--- config.mk ---
export PLATFORM = sky130hd
export DESIGN_NAME = program_flow_sequencer
export DESIGN_NICKNAME = d
export VERILOG_FILES = /design/src/core/condition_evaluator.v /design/src/core/program_flow_sequencer.v
export VERILOG_INCLUDE_DIRS = /design/src /design/src/core
export SDC_FILE = /design/constraint.sdc
export NUM_CORES = 1
export LEC_CHECK = 0
export BUFFER_PORTS_ARGS = -buffer_cell sky130_fd_sc_hd__buf_4
export CAP_MARGIN = 0
export CORE_MARGIN = 4
export CORE_UTILIZATION = 30
export CTS_BUF_LIST = sky130_fd_sc_hd__clkbuf_4 sky130_fd_sc_hd__clkbuf_8 sky130_fd_sc_hd__clkbuf_16
export DETAILED_ROUTE_END_ITERATION = 8
export GPL_ROUTABILITY_DRIVEN = 0
export SKIP_LAST_GASP = 1
export SYNTH_ARGS = -nofsm -noshare
export SYNTH_HDL_FRONTEND = slang
export SYNTH_HIERARCHICAL = 1
export SYNTH_SLANG_ARGS = --single-unit
--- constraint.sdc ---
create_clock -name clk -period 8.35 [get_ports clk]
set_clock_uncertainty 0.1 [all_clocks]
set_input_delay 0.835 -clock clk [delete_from_list [all_inputs] [get_ports clk]]
set_output_delay 0.835 -clock clk [all_outputs]
set_load 0.005 [all_outputs]
--- src/core/program_flow_sequencer_regs.vh ---
// constants for the program flow sequencer: widths, condition codes,
// loop states and pipeline counts.
// assumes it is included by bare name before any module that uses it.
`ifndef PROGRAM_FLOW_SEQUENCER_REGS_VH
`define PROGRAM_FLOW_SEQUENCER_REGS_VH

// ------------------------------------------------------------
// widths
// ------------------------------------------------------------
`define ADDR_W         24
`define CNT_W          32
`define COND_W         4
`define FLAG_W         4

// ------------------------------------------------------------
// flag positions in the flags bus
// ------------------------------------------------------------
`define FLAG_C         0
`define FLAG_V         1
`define FLAG_Z         2
`define FLAG_N         3

// ------------------------------------------------------------
// condition codes
// ------------------------------------------------------------
`define COND_U         4'h0
`define COND_LO        4'h1
`define COND_LS        4'h2
`define COND_HI        4'h3
`define COND_HS        4'h4
`define COND_EQ        4'h5
`define COND_NE        4'h6
`define COND_LT        4'h7
`define COND_LE        4'h8
`define COND_GT        4'h9
`define COND_GE        4'ha
`define COND_NV        4'hb
`define COND_V         4'hc

// ------------------------------------------------------------
// pipeline counts
// ------------------------------------------------------------
`define DELAY_SLOTS    2'h3
// one slot is already in the fetch register when the branch decodes
`define SLOTS_TO_FETCH 2'h2
`define ADDR_ONE       24'h000001
`define CNT_ZERO       32'h00000000
`define CNT_ONE        32'h00000001

// ------------------------------------------------------------
// single repeat states
// ------------------------------------------------------------
`define SGL_IDLE       2'h0
`define SGL_FETCH      2'h1
`define SGL_RUN        2'h2

// ------------------------------------------------------------
// reset values
// ------------------------------------------------------------
`define RESET_ADDR     24'h000000

`endif

--- src/core/condition_evaluator.v ---
// condition evaluator: decides a branch or call condition from flags.
// assumes the flags bus is the one captured when the previous
// instruction completed.
`timescale 1ns/1ps
`include "program_flow_sequencer_regs.vh"

module condition_evaluator (
   input  wire [`COND_W-1:0] condCode,   // condition field
   input  wire [`FLAG_W-1:0] flags,      // n z v c
   output reg                condTrue    // condition holds
);

   // ------------------------------------------------------------
   // decode
   // ------------------------------------------------------------
   wire c = flags[`FLAG_C];   // carry / borrow
   wire v = flags[`FLAG_V];   // overflow
   wire z = flags[`FLAG_Z];   // zero
   wire n = flags[`FLAG_N];   // negative

   // unknown codes read as never taken, the safe answer for a branch
   always @* begin
      case (condCode)
         `COND_U:  condTrue = 1'b1;
         `COND_LO: condTrue = c;
         `COND_LS: condTrue = c | z;
         `COND_HI: condTrue = ~c & ~z;
         `COND_HS: condTrue = ~c;
         `COND_EQ: condTrue = z;
         `COND_NE: condTrue = ~z;
         `COND_LT: condTrue = n;
         `COND_LE: condTrue = n | z;
         `COND_GT: condTrue = ~n & ~z;
         `COND_GE: condTrue = ~n;
         `COND_NV: condTrue = ~v;
         `COND_V:  condTrue = v;
         default:  condTrue = 1'b0;
      endcase
   end

endmodule // condition_evaluator

--- src/core/program_flow_sequencer.v ---
// program flow sequencer: fetch address, delayed branches, calls,
// block and single repeat loops.
// assumes decode sees each word one cycle after it is fetched and
// that software keeps the delay slots free of flow instructions.
//
// Function
// RULE1: delayed branch keeps pipeline, runs three slots
// RULE2: code keeps flow instructions out of slots
// RULE3: delayed condition uses flags before branch
// RULE4: block and single repeat, zero overhead
// RULE5: repeat loads start/end; software loads counter
// RULE6: counter N gives N plus one passes
// RULE7: loop end steers pc from loop registers
// RULE8: one loop register set, software saves it
// RULE9: single repeat uses same loop registers
// RULE10: single repeat fetches its instruction once
// RULE11: single repeat blocks interrupts, block doesn't
// RULE12: register call targets register value
// RULE13: at end: nonzero decrements and jumps, else falls
`timescale 1ns/1ps
`include "program_flow_sequencer_regs.vh"

module program_flow_sequencer (
   input  wire               clk,            // core clock
   input  wire               reset,          // sync, active high
   // fetch side
   input  wire               fetchStep,      // fetch took fetchAddr
   // decode side, one decoded word per valid cycle
   input  wire               instrValid,     // decoded word present
   input  wire [`ADDR_W-1:0] instrAddr,      // its address
   input  wire               isBranch,       // branch
   input  wire               isDelayed,      // delayed form of branch
   input  wire               isCall,         // call
   input  wire               isRegCall,      // call target from register
   input  wire               isReturn,       // subroutine or interrupt return
   input  wire               isBlockLoop,    // block_loop_instr
   input  wire               isSingleLoop,   // single_loop_instr
   input  wire [`COND_W-1:0] condCode,       // condition field
   input  wire [`FLAG_W-1:0] flags,          // flags after previous word
   input  wire [`ADDR_W-1:0] targetAddr,     // direct target or loop end
   input  wire [`ADDR_W-1:0] regValue,       // named register contents
   input  wire [`ADDR_W-1:0] returnAddr,     // popped return address
   // software access to the loop registers
   input  wire               startWrite,     // load start address
   input  wire               endWrite,       // load end address
   input  wire               counterWrite,   // load counter
   input  wire [`CNT_W-1:0]  writeData,      // value for the loads
   // outputs
   output reg  [`ADDR_W-1:0] fetchAddr_reg,     // next fetch address
   output reg                fetchEnable_reg,   // fetch may use bus
   output reg                flush_reg,         // drop fetched word
   output reg                repeatIssue_reg,   // reissue held word
   output reg                intInhibit_reg,    // interrupts held off
   output reg                pushReturn_reg,    // push return address
   output reg  [`ADDR_W-1:0] callReturn_reg,    // address to push
   output reg  [`ADDR_W-1:0] loopStartAddress_reg,     // loop_start_address
   output reg  [`ADDR_W-1:0] loopEndAddress_reg,       // loop_end_address
   output reg  [`CNT_W-1:0]  loopIterationCounter_reg, // loop_iteration_counter
   output reg                blockActive_reg,   // block loop armed
   output reg                branchPending_reg  // delayed branch in flight
);

   // ------------------------------------------------------------
   // state
   // ------------------------------------------------------------
   reg [1:0]         slotCount_reg;    // slot fetches still to go
   reg [1:0]         slotCount_next;
   reg [`ADDR_W-1:0] branchTarget_reg; // target of delayed branch
   reg [`ADDR_W-1:0] branchTarget_next;
   reg [1:0]         sglState_reg;     // single repeat state
   reg [1:0]         sglState_next;
   reg [`ADDR_W-1:0] fetchAddr_next;
   reg               fetchEnable_next;
   reg               flush_next;
   reg               repeatIssue_next;
   reg               pushReturn_next;
   reg [`ADDR_W-1:0] callReturn_next;
   reg [`ADDR_W-1:0] loopStart_next;
   reg [`ADDR_W-1:0] loopEnd_next;
   reg [`CNT_W-1:0]  loopCount_next;
   reg               blockActive_next;
   reg               branchPending_next;
   reg               hwCount;          // hardware touches counter

   wire              condTrue;         // condition outcome

   // ------------------------------------------------------------
   // condition check
   // ------------------------------------------------------------
   // flags arrive as they stood when the previous word completed, so
   // slot instructions cannot change the decision
   condition_evaluator condCheck (
      .condCode (condCode),
      .flags    (flags),
      .condTrue (condTrue)        // [RULE3]
   );

   wire [`ADDR_W-1:0] seqAddr   = fetchAddr_reg + `ADDR_ONE;  // next word
   wire [`ADDR_W-1:0] afterInst = instrAddr + `ADDR_ONE;      // after decoded
   wire               atLoopEnd = blockActive_reg && fetchAddr_reg == loopEndAddress_reg;
   wire               counterNz = loopIterationCounter_reg != `CNT_ZERO;
   wire               takeFlow  = instrValid && condTrue;

   // ------------------------------------------------------------
   // next state
   // ------------------------------------------------------------
   always @* begin
      fetchAddr_next     = fetchAddr_reg;
      fetchEnable_next   = fetchEnable_reg;
      flush_next         = 1'b0;
      repeatIssue_next   = 1'b0;
      pushReturn_next    = 1'b0;
      callReturn_next    = callReturn_reg;
      loopStart_next     = loopStartAddress_reg;
      loopEnd_next       = loopEndAddress_reg;
      loopCount_next     = loopIterationCounter_reg;
      blockActive_next   = blockActive_reg;
      branchPending_next = branchPending_reg;
      branchTarget_next  = branchTarget_reg;
      slotCount_next     = slotCount_reg;
      sglState_next      = sglState_reg;
      hwCount            = 1'b0;

      // sequential fetch, with loop end and delay slot handling
      if (fetchStep && fetchEnable_reg) begin
         if (branchPending_reg && slotCount_reg == 2'h1) begin
            // last slot word leaves, target follows without a flush
            fetchAddr_next     = branchTarget_reg;          // [RULE1]
            branchPending_next = 1'b0;
            slotCount_next     = 2'h0;
         end else if (atLoopEnd && counterNz) begin
            // jump back in the same cycle: no overhead cycle
            fetchAddr_next = loopStartAddress_reg;          // [RULE7] [RULE13] [RULE4]
            loopCount_next = loopIterationCounter_reg - `CNT_ONE; // [RULE6]
            hwCount        = 1'b1;
         end else begin
            if (atLoopEnd) begin
               blockActive_next = 1'b0;                     // [RULE13]
            end
            fetchAddr_next = seqAddr;
            if (branchPending_reg) begin
               slotCount_next = slotCount_reg - 2'h1;
            end
         end
      end

      // decoded flow instructions override sequential fetch
      if (takeFlow && isBranch && isDelayed) begin
         // keep fetching the slot words, no flush
         branchPending_next = 1'b1;                         // [RULE1]
         branchTarget_next  = targetAddr;
         slotCount_next     = `SLOTS_TO_FETCH;
      end else if (takeFlow && (isBranch || isCall || isReturn)) begin
         flush_next         = 1'b1;
         branchPending_next = 1'b0;
         if (isReturn) begin
            fetchAddr_next = returnAddr;
         end else if (isCall && isRegCall) begin
            fetchAddr_next = regValue;                      // [RULE12]
         end else begin
            fetchAddr_next = targetAddr;
         end
         if (isCall) begin
            pushReturn_next = 1'b1;
            callReturn_next = afterInst;
         end
      end else if (instrValid && isBlockLoop) begin
         // start and end come from the code itself
         loopStart_next   = afterInst;                      // [RULE5]
         loopEnd_next     = targetAddr;                     // [RULE5]
         blockActive_next = 1'b1;                           // [RULE4]
      end else if (instrValid && isSingleLoop) begin
         // same registers, start and end on the one word
         loopStart_next   = afterInst;                      // [RULE9] [RULE5]
         loopEnd_next     = afterInst;                      // [RULE9]
         blockActive_next = 1'b0;                           // [RULE8]
         flush_next       = 1'b1;
         fetchAddr_next   = afterInst;
         fetchEnable_next = 1'b1;
         sglState_next    = `SGL_FETCH;
      end

      // single repeat sequencing
      case (sglState_reg)
         `SGL_IDLE: begin
         end
         `SGL_FETCH: begin
            // the word is fetched this once, then the bus is let go
            if (fetchStep) begin
               fetchEnable_next = 1'b0;                     // [RULE10]
               fetchAddr_next   = loopEndAddress_reg + `ADDR_ONE;
               sglState_next    = `SGL_RUN;
            end
         end
         `SGL_RUN: begin
            if (counterNz) begin
               // decode reissues the held word, one pass per cycle
               repeatIssue_next = 1'b1;                     // [RULE4] [RULE10]
               loopCount_next   = loopIterationCounter_reg - `CNT_ONE; // [RULE6]
               hwCount          = 1'b1;
            end else begin
               fetchEnable_next = 1'b1;
               sglState_next    = `SGL_IDLE;
            end
         end
         default: begin
            fetchEnable_next = 1'b1;
            sglState_next    = `SGL_IDLE;
         end
      endcase

      // software save and restore of the single register set; a
      // hardware decrement in the same cycle wins over a counter load
      if (startWrite) begin
         loopStart_next = writeData[`ADDR_W-1:0];           // [RULE8]
      end
      if (endWrite) begin
         loopEnd_next = writeData[`ADDR_W-1:0];             // [RULE8]
      end
      if (counterWrite && !hwCount) begin
         loopCount_next = writeData;                        // [RULE5]
      end
   end

   // ------------------------------------------------------------
   // registers
   // ------------------------------------------------------------
   always @(posedge clk) begin
      if (reset) begin
         fetchAddr_reg            <= `RESET_ADDR;
         fetchEnable_reg          <= 1'b1;
         flush_reg                <= 1'b0;
         repeatIssue_reg          <= 1'b0;
         intInhibit_reg           <= 1'b0;
         pushReturn_reg           <= 1'b0;
         callReturn_reg           <= `RESET_ADDR;
         loopStartAddress_reg     <= `RESET_ADDR;
         loopEndAddress_reg       <= `RESET_ADDR;
         loopIterationCounter_reg <= `CNT_ZERO;
         blockActive_reg          <= 1'b0;
         branchPending_reg        <= 1'b0;
         branchTarget_reg         <= `RESET_ADDR;
         slotCount_reg            <= 2'h0;
         sglState_reg             <= `SGL_IDLE;
      end else begin
         fetchAddr_reg            <= fetchAddr_next;
         fetchEnable_reg          <= fetchEnable_next;
         flush_reg                <= flush_next;
         repeatIssue_reg          <= repeatIssue_next;
         // block loops stay interruptible; only single repeat holds off
         intInhibit_reg           <= sglState_next != `SGL_IDLE; // [RULE11]
         pushReturn_reg           <= pushReturn_next;
         callReturn_reg           <= callReturn_next;
         loopStartAddress_reg     <= loopStart_next;
         loopEndAddress_reg       <= loopEnd_next;
         loopIterationCounter_reg <= loopCount_next;
         blockActive_reg          <= blockActive_next;
         branchPending_reg        <= branchPending_next;
         branchTarget_reg         <= branchTarget_next;
         slotCount_reg            <= slotCount_next;
         sglState_reg             <= sglState_next;
      end
   end

endmodule // program_flow_sequencer

==> results.toml <==
[timing]
report.final.slew_viol_count = 0
min_period_ns = 3.722
tns_ns = 0
hold_viol = 0
relSlewSlack_pct = 8.193
tightest_slew_ns = 1.372
fin_crit_sh_pct = 44.57
fmax_mhz = 268.7
grt_setup_unrepaired = "no"
finalSetupViolCount = 0

[synthesis]
synthFlopType = "dfxtp_1"
avgSynthCellArea_sq_um = 7.544
syn_nets = 1523
yosys-top-cells-count = "dfxtp_1 (163), nor2_1 (160), a21oi_1 (157), nand2_1 (154), clkbuf_1 (86)"
syn_inst = 1367
yosysWarnings = 6
yosys.area.top_type = "dfxtp_1"
synth-async-reset-ratio_pct = 0
synth.top_cell.area_share_pct = 31.64
synth.distinct_cells = 70
synth_edf_count = 0
synth_most_common_cell = "dfxtp_1"
synth_seq_cells = 163
yosysSeqAreaShare_pct = 31.64
netlist_area_sq_um = 10310
ys_top_cells_by_area = "dfxtp_1 (32%), a21oi_1 (7.6%), nor2_1 (5.8%)"

[outcome]
status = "finished clean"

[cts]
cts_setup_buffers = 0
cts-buffers-inserted = 17
holdBufCountCts = 0
cts_max_level = 4
clock_sinks = 163
tritoncts = "done"
clk_pin_slew_ns = 0.07
clk_latency_ns = 0.44
clk_path_buf_depth = 2
cts-root-buf = "clkbuf_16"
cts_resized = 0

[grt]
grt_first_pass_wirelength_um = 73660
track_usage_pct = 25.18
grt_max_degree = 67
antenna_found_initial = 0
overflow = 0
grt_pass1_vias = 11350

[power_and_ir_drop]
swShare_pct = 33.55
p_switching_mw = 0.7821
ir_drop_v = 0.0001102
power_density_nw_per_um2 = 176.3
power_frac_clock_pct = 35.0
p_leak_nw = 5.216
p_total_mw = 2.331
internal-power_mw = 1.549
p_seq_share_pct = 40.5
combPwrFrac_pct = 24.6

[final_layout]
area_growth_pct = 28.22
num_antenna_cells = 0
regArea_sq_um = 3263
largest_register_ffs = 32
drive_gt1_share_pct = 22.76
multi_input_area_sq_um = 6467
fillers = 3586
nNetsFinal = 1725

[critical_path]
path_buf_inv = 1
crit_chain = "buf_4 > nor2b_1 > a22o_1 > a2111oi_2 > a21oi_1 > o311ai_0 > nand2_1 > a2bb2oi_1 > o21a_1 > a221o_1 > a31oi_1"
cp.depth = 11
crit_path_end_kind = "flip-flop"
crit_start = "condCode[0]"
critPathSlowestCell = "nand2_1"
crit_family = "compound AO/OA/AOI/OAI gates"
path_max_fanout = 27
cp.arrival_ns = 3.98
critPathMaxStageDelay_ns = 0.84
critical_path_required_ns = 8.61
crit_path_start_kind = "input port"
critPathKind = "input port to flip-flop"
r2r_start = "loopEndAddress_reg[10]"
reg2reg_depth = 7

[floorplan]
std_cell_rows = 67
pin_count = 285
die_width_um = 193.4
dieArea_sq_um = 37410
die_h_um = 193.4
start_util_pct = 30.60
core-area_sq_um = 33700

[worst_hold_path]
hold_start = "branchTarget_reg[7]"
hold_path_depth = 2
worstHoldPathType = "flip-flop to flip-flop"

[drt]
ant_nets = 0
drt_iter0_markers = 1446
first_pass_iters = 6
num_vias = 11920
drt-total-wl_um = 49980
drc = 0
wl_per_cell_um = 24.62
routed_via_density = 5.872

[placement]
post-dp-hpwl_um = 37970
port_buffers = 284

[job]
maxCapViolCount = 0
-- per-layer routing --
layer / wire length, um / global-route usage (%) / part of all wire (%)
met5: 0 / 0 / 0
met4: 1181 / 6.216 / 2.4
met3: 5713 / 8.054 / 11
met2: 21860 / 38.52 / 44
met1: 21220 / 34.55 / 42
-- logic make-up (layout without fill, tap and decap cells) --
group	count (synthesis)	after routing	synth area share, %
and+or+nand+nor	517	517	23.55
AOI/OAI and AO/OA	431	431	28.76
DFF	163	163	31.64
buffers and inverters	141	356	5.848
xor gates and xnor gates	94	94	7.984
muxes	15	15	1.492
adders and majority gates	6	6	0.7280
-- worst min-delay path: stages (launching register included) --
cell     delay, ns
dfxtp_1       0.31
nand2_1       0.05
a21oi_1       0.05
-- metrics by stage --
step / instances / hold slack [ns] / utilization [%] / setup WS (ns) / instance area [sq um]
floorplan: 1367 / 0.3360 / - / 5.078 / 10310
finish: 2030 / 0.3593 / 39.24 / 4.628 / 13220
detailed placement: 1998 / 0.3494 / 37.47 / 4.242 / 12630
global route: 2030 / 0.3777 / 39.24 / 4.431 / 13220
CTS: 2030 / 0.3611 / 39.24 / 4.685 / 13220
global placement: 1998 / 0.3477 / 37.47 / 4.300 / 12630
-- layout make-up --
type                    instances  share of cell area [%]
multi-input cells            1063                   48.91
flip-flops and latches        163                   24.68
repair buffers                298                   16.92
well taps                     448                   4.239
clock buffers                  21                   3.539
clock inverters                11                  0.9746
inverters                      26                  0.7381
-- power groups by stage --
| stage | clock network [mW] | logic, mW | registers [mW] |
|---|---|---|---|
| global placement | 0 | 0.556 | 0.953 |
| finish | 0.815 | 0.573 | 0.944 |
| detailed placement | 0 | 0.563 | 0.955 |
| floorplan | 0 | 0.314 | 0.909 |
| CTS | 0.822 | 0.566 | 0.938 |
| global route | 0.850 | 0.618 | 0.948 |
-- cells in the final DEF (no fill, tap or decap), drive strengths merged, types with 4 or more instances in the layout --
cell type / count
a2111oi: 4
a211o: 8
a211oi: 74
a21oi: 158
a221oi: 37
a22oi: 4
a311oi: 5
a31oi: 14
and2: 7
and3: 11
and4: 13
buf: 298
clkbuf: 21
clkinvlp: 5
dfxtp: 163
ha: 6
inv: 27
mux2i: 12
nand2: 155
nand3: 62
nand4: 28
nor2: 161
nor2b: 8
nor3: 34
nor4: 20
o211ai: 27
o21a: 4
o21ai: 30
o221ai: 28
o31ai: 5
o41ai: 4
or3: 7
xnor2: 29
xor2: 65
-- worst paths after layout --
check / to / slack, ns
min: branchTarget_reg[7] / 0.36
min reg2reg: branchTarget_reg[7] / 0.36
max reg2reg: loopIterationCounter_reg[13] / 4.75
max: fetchAddr_reg[6] / 4.63
Power figures use the tool's default switching activity.
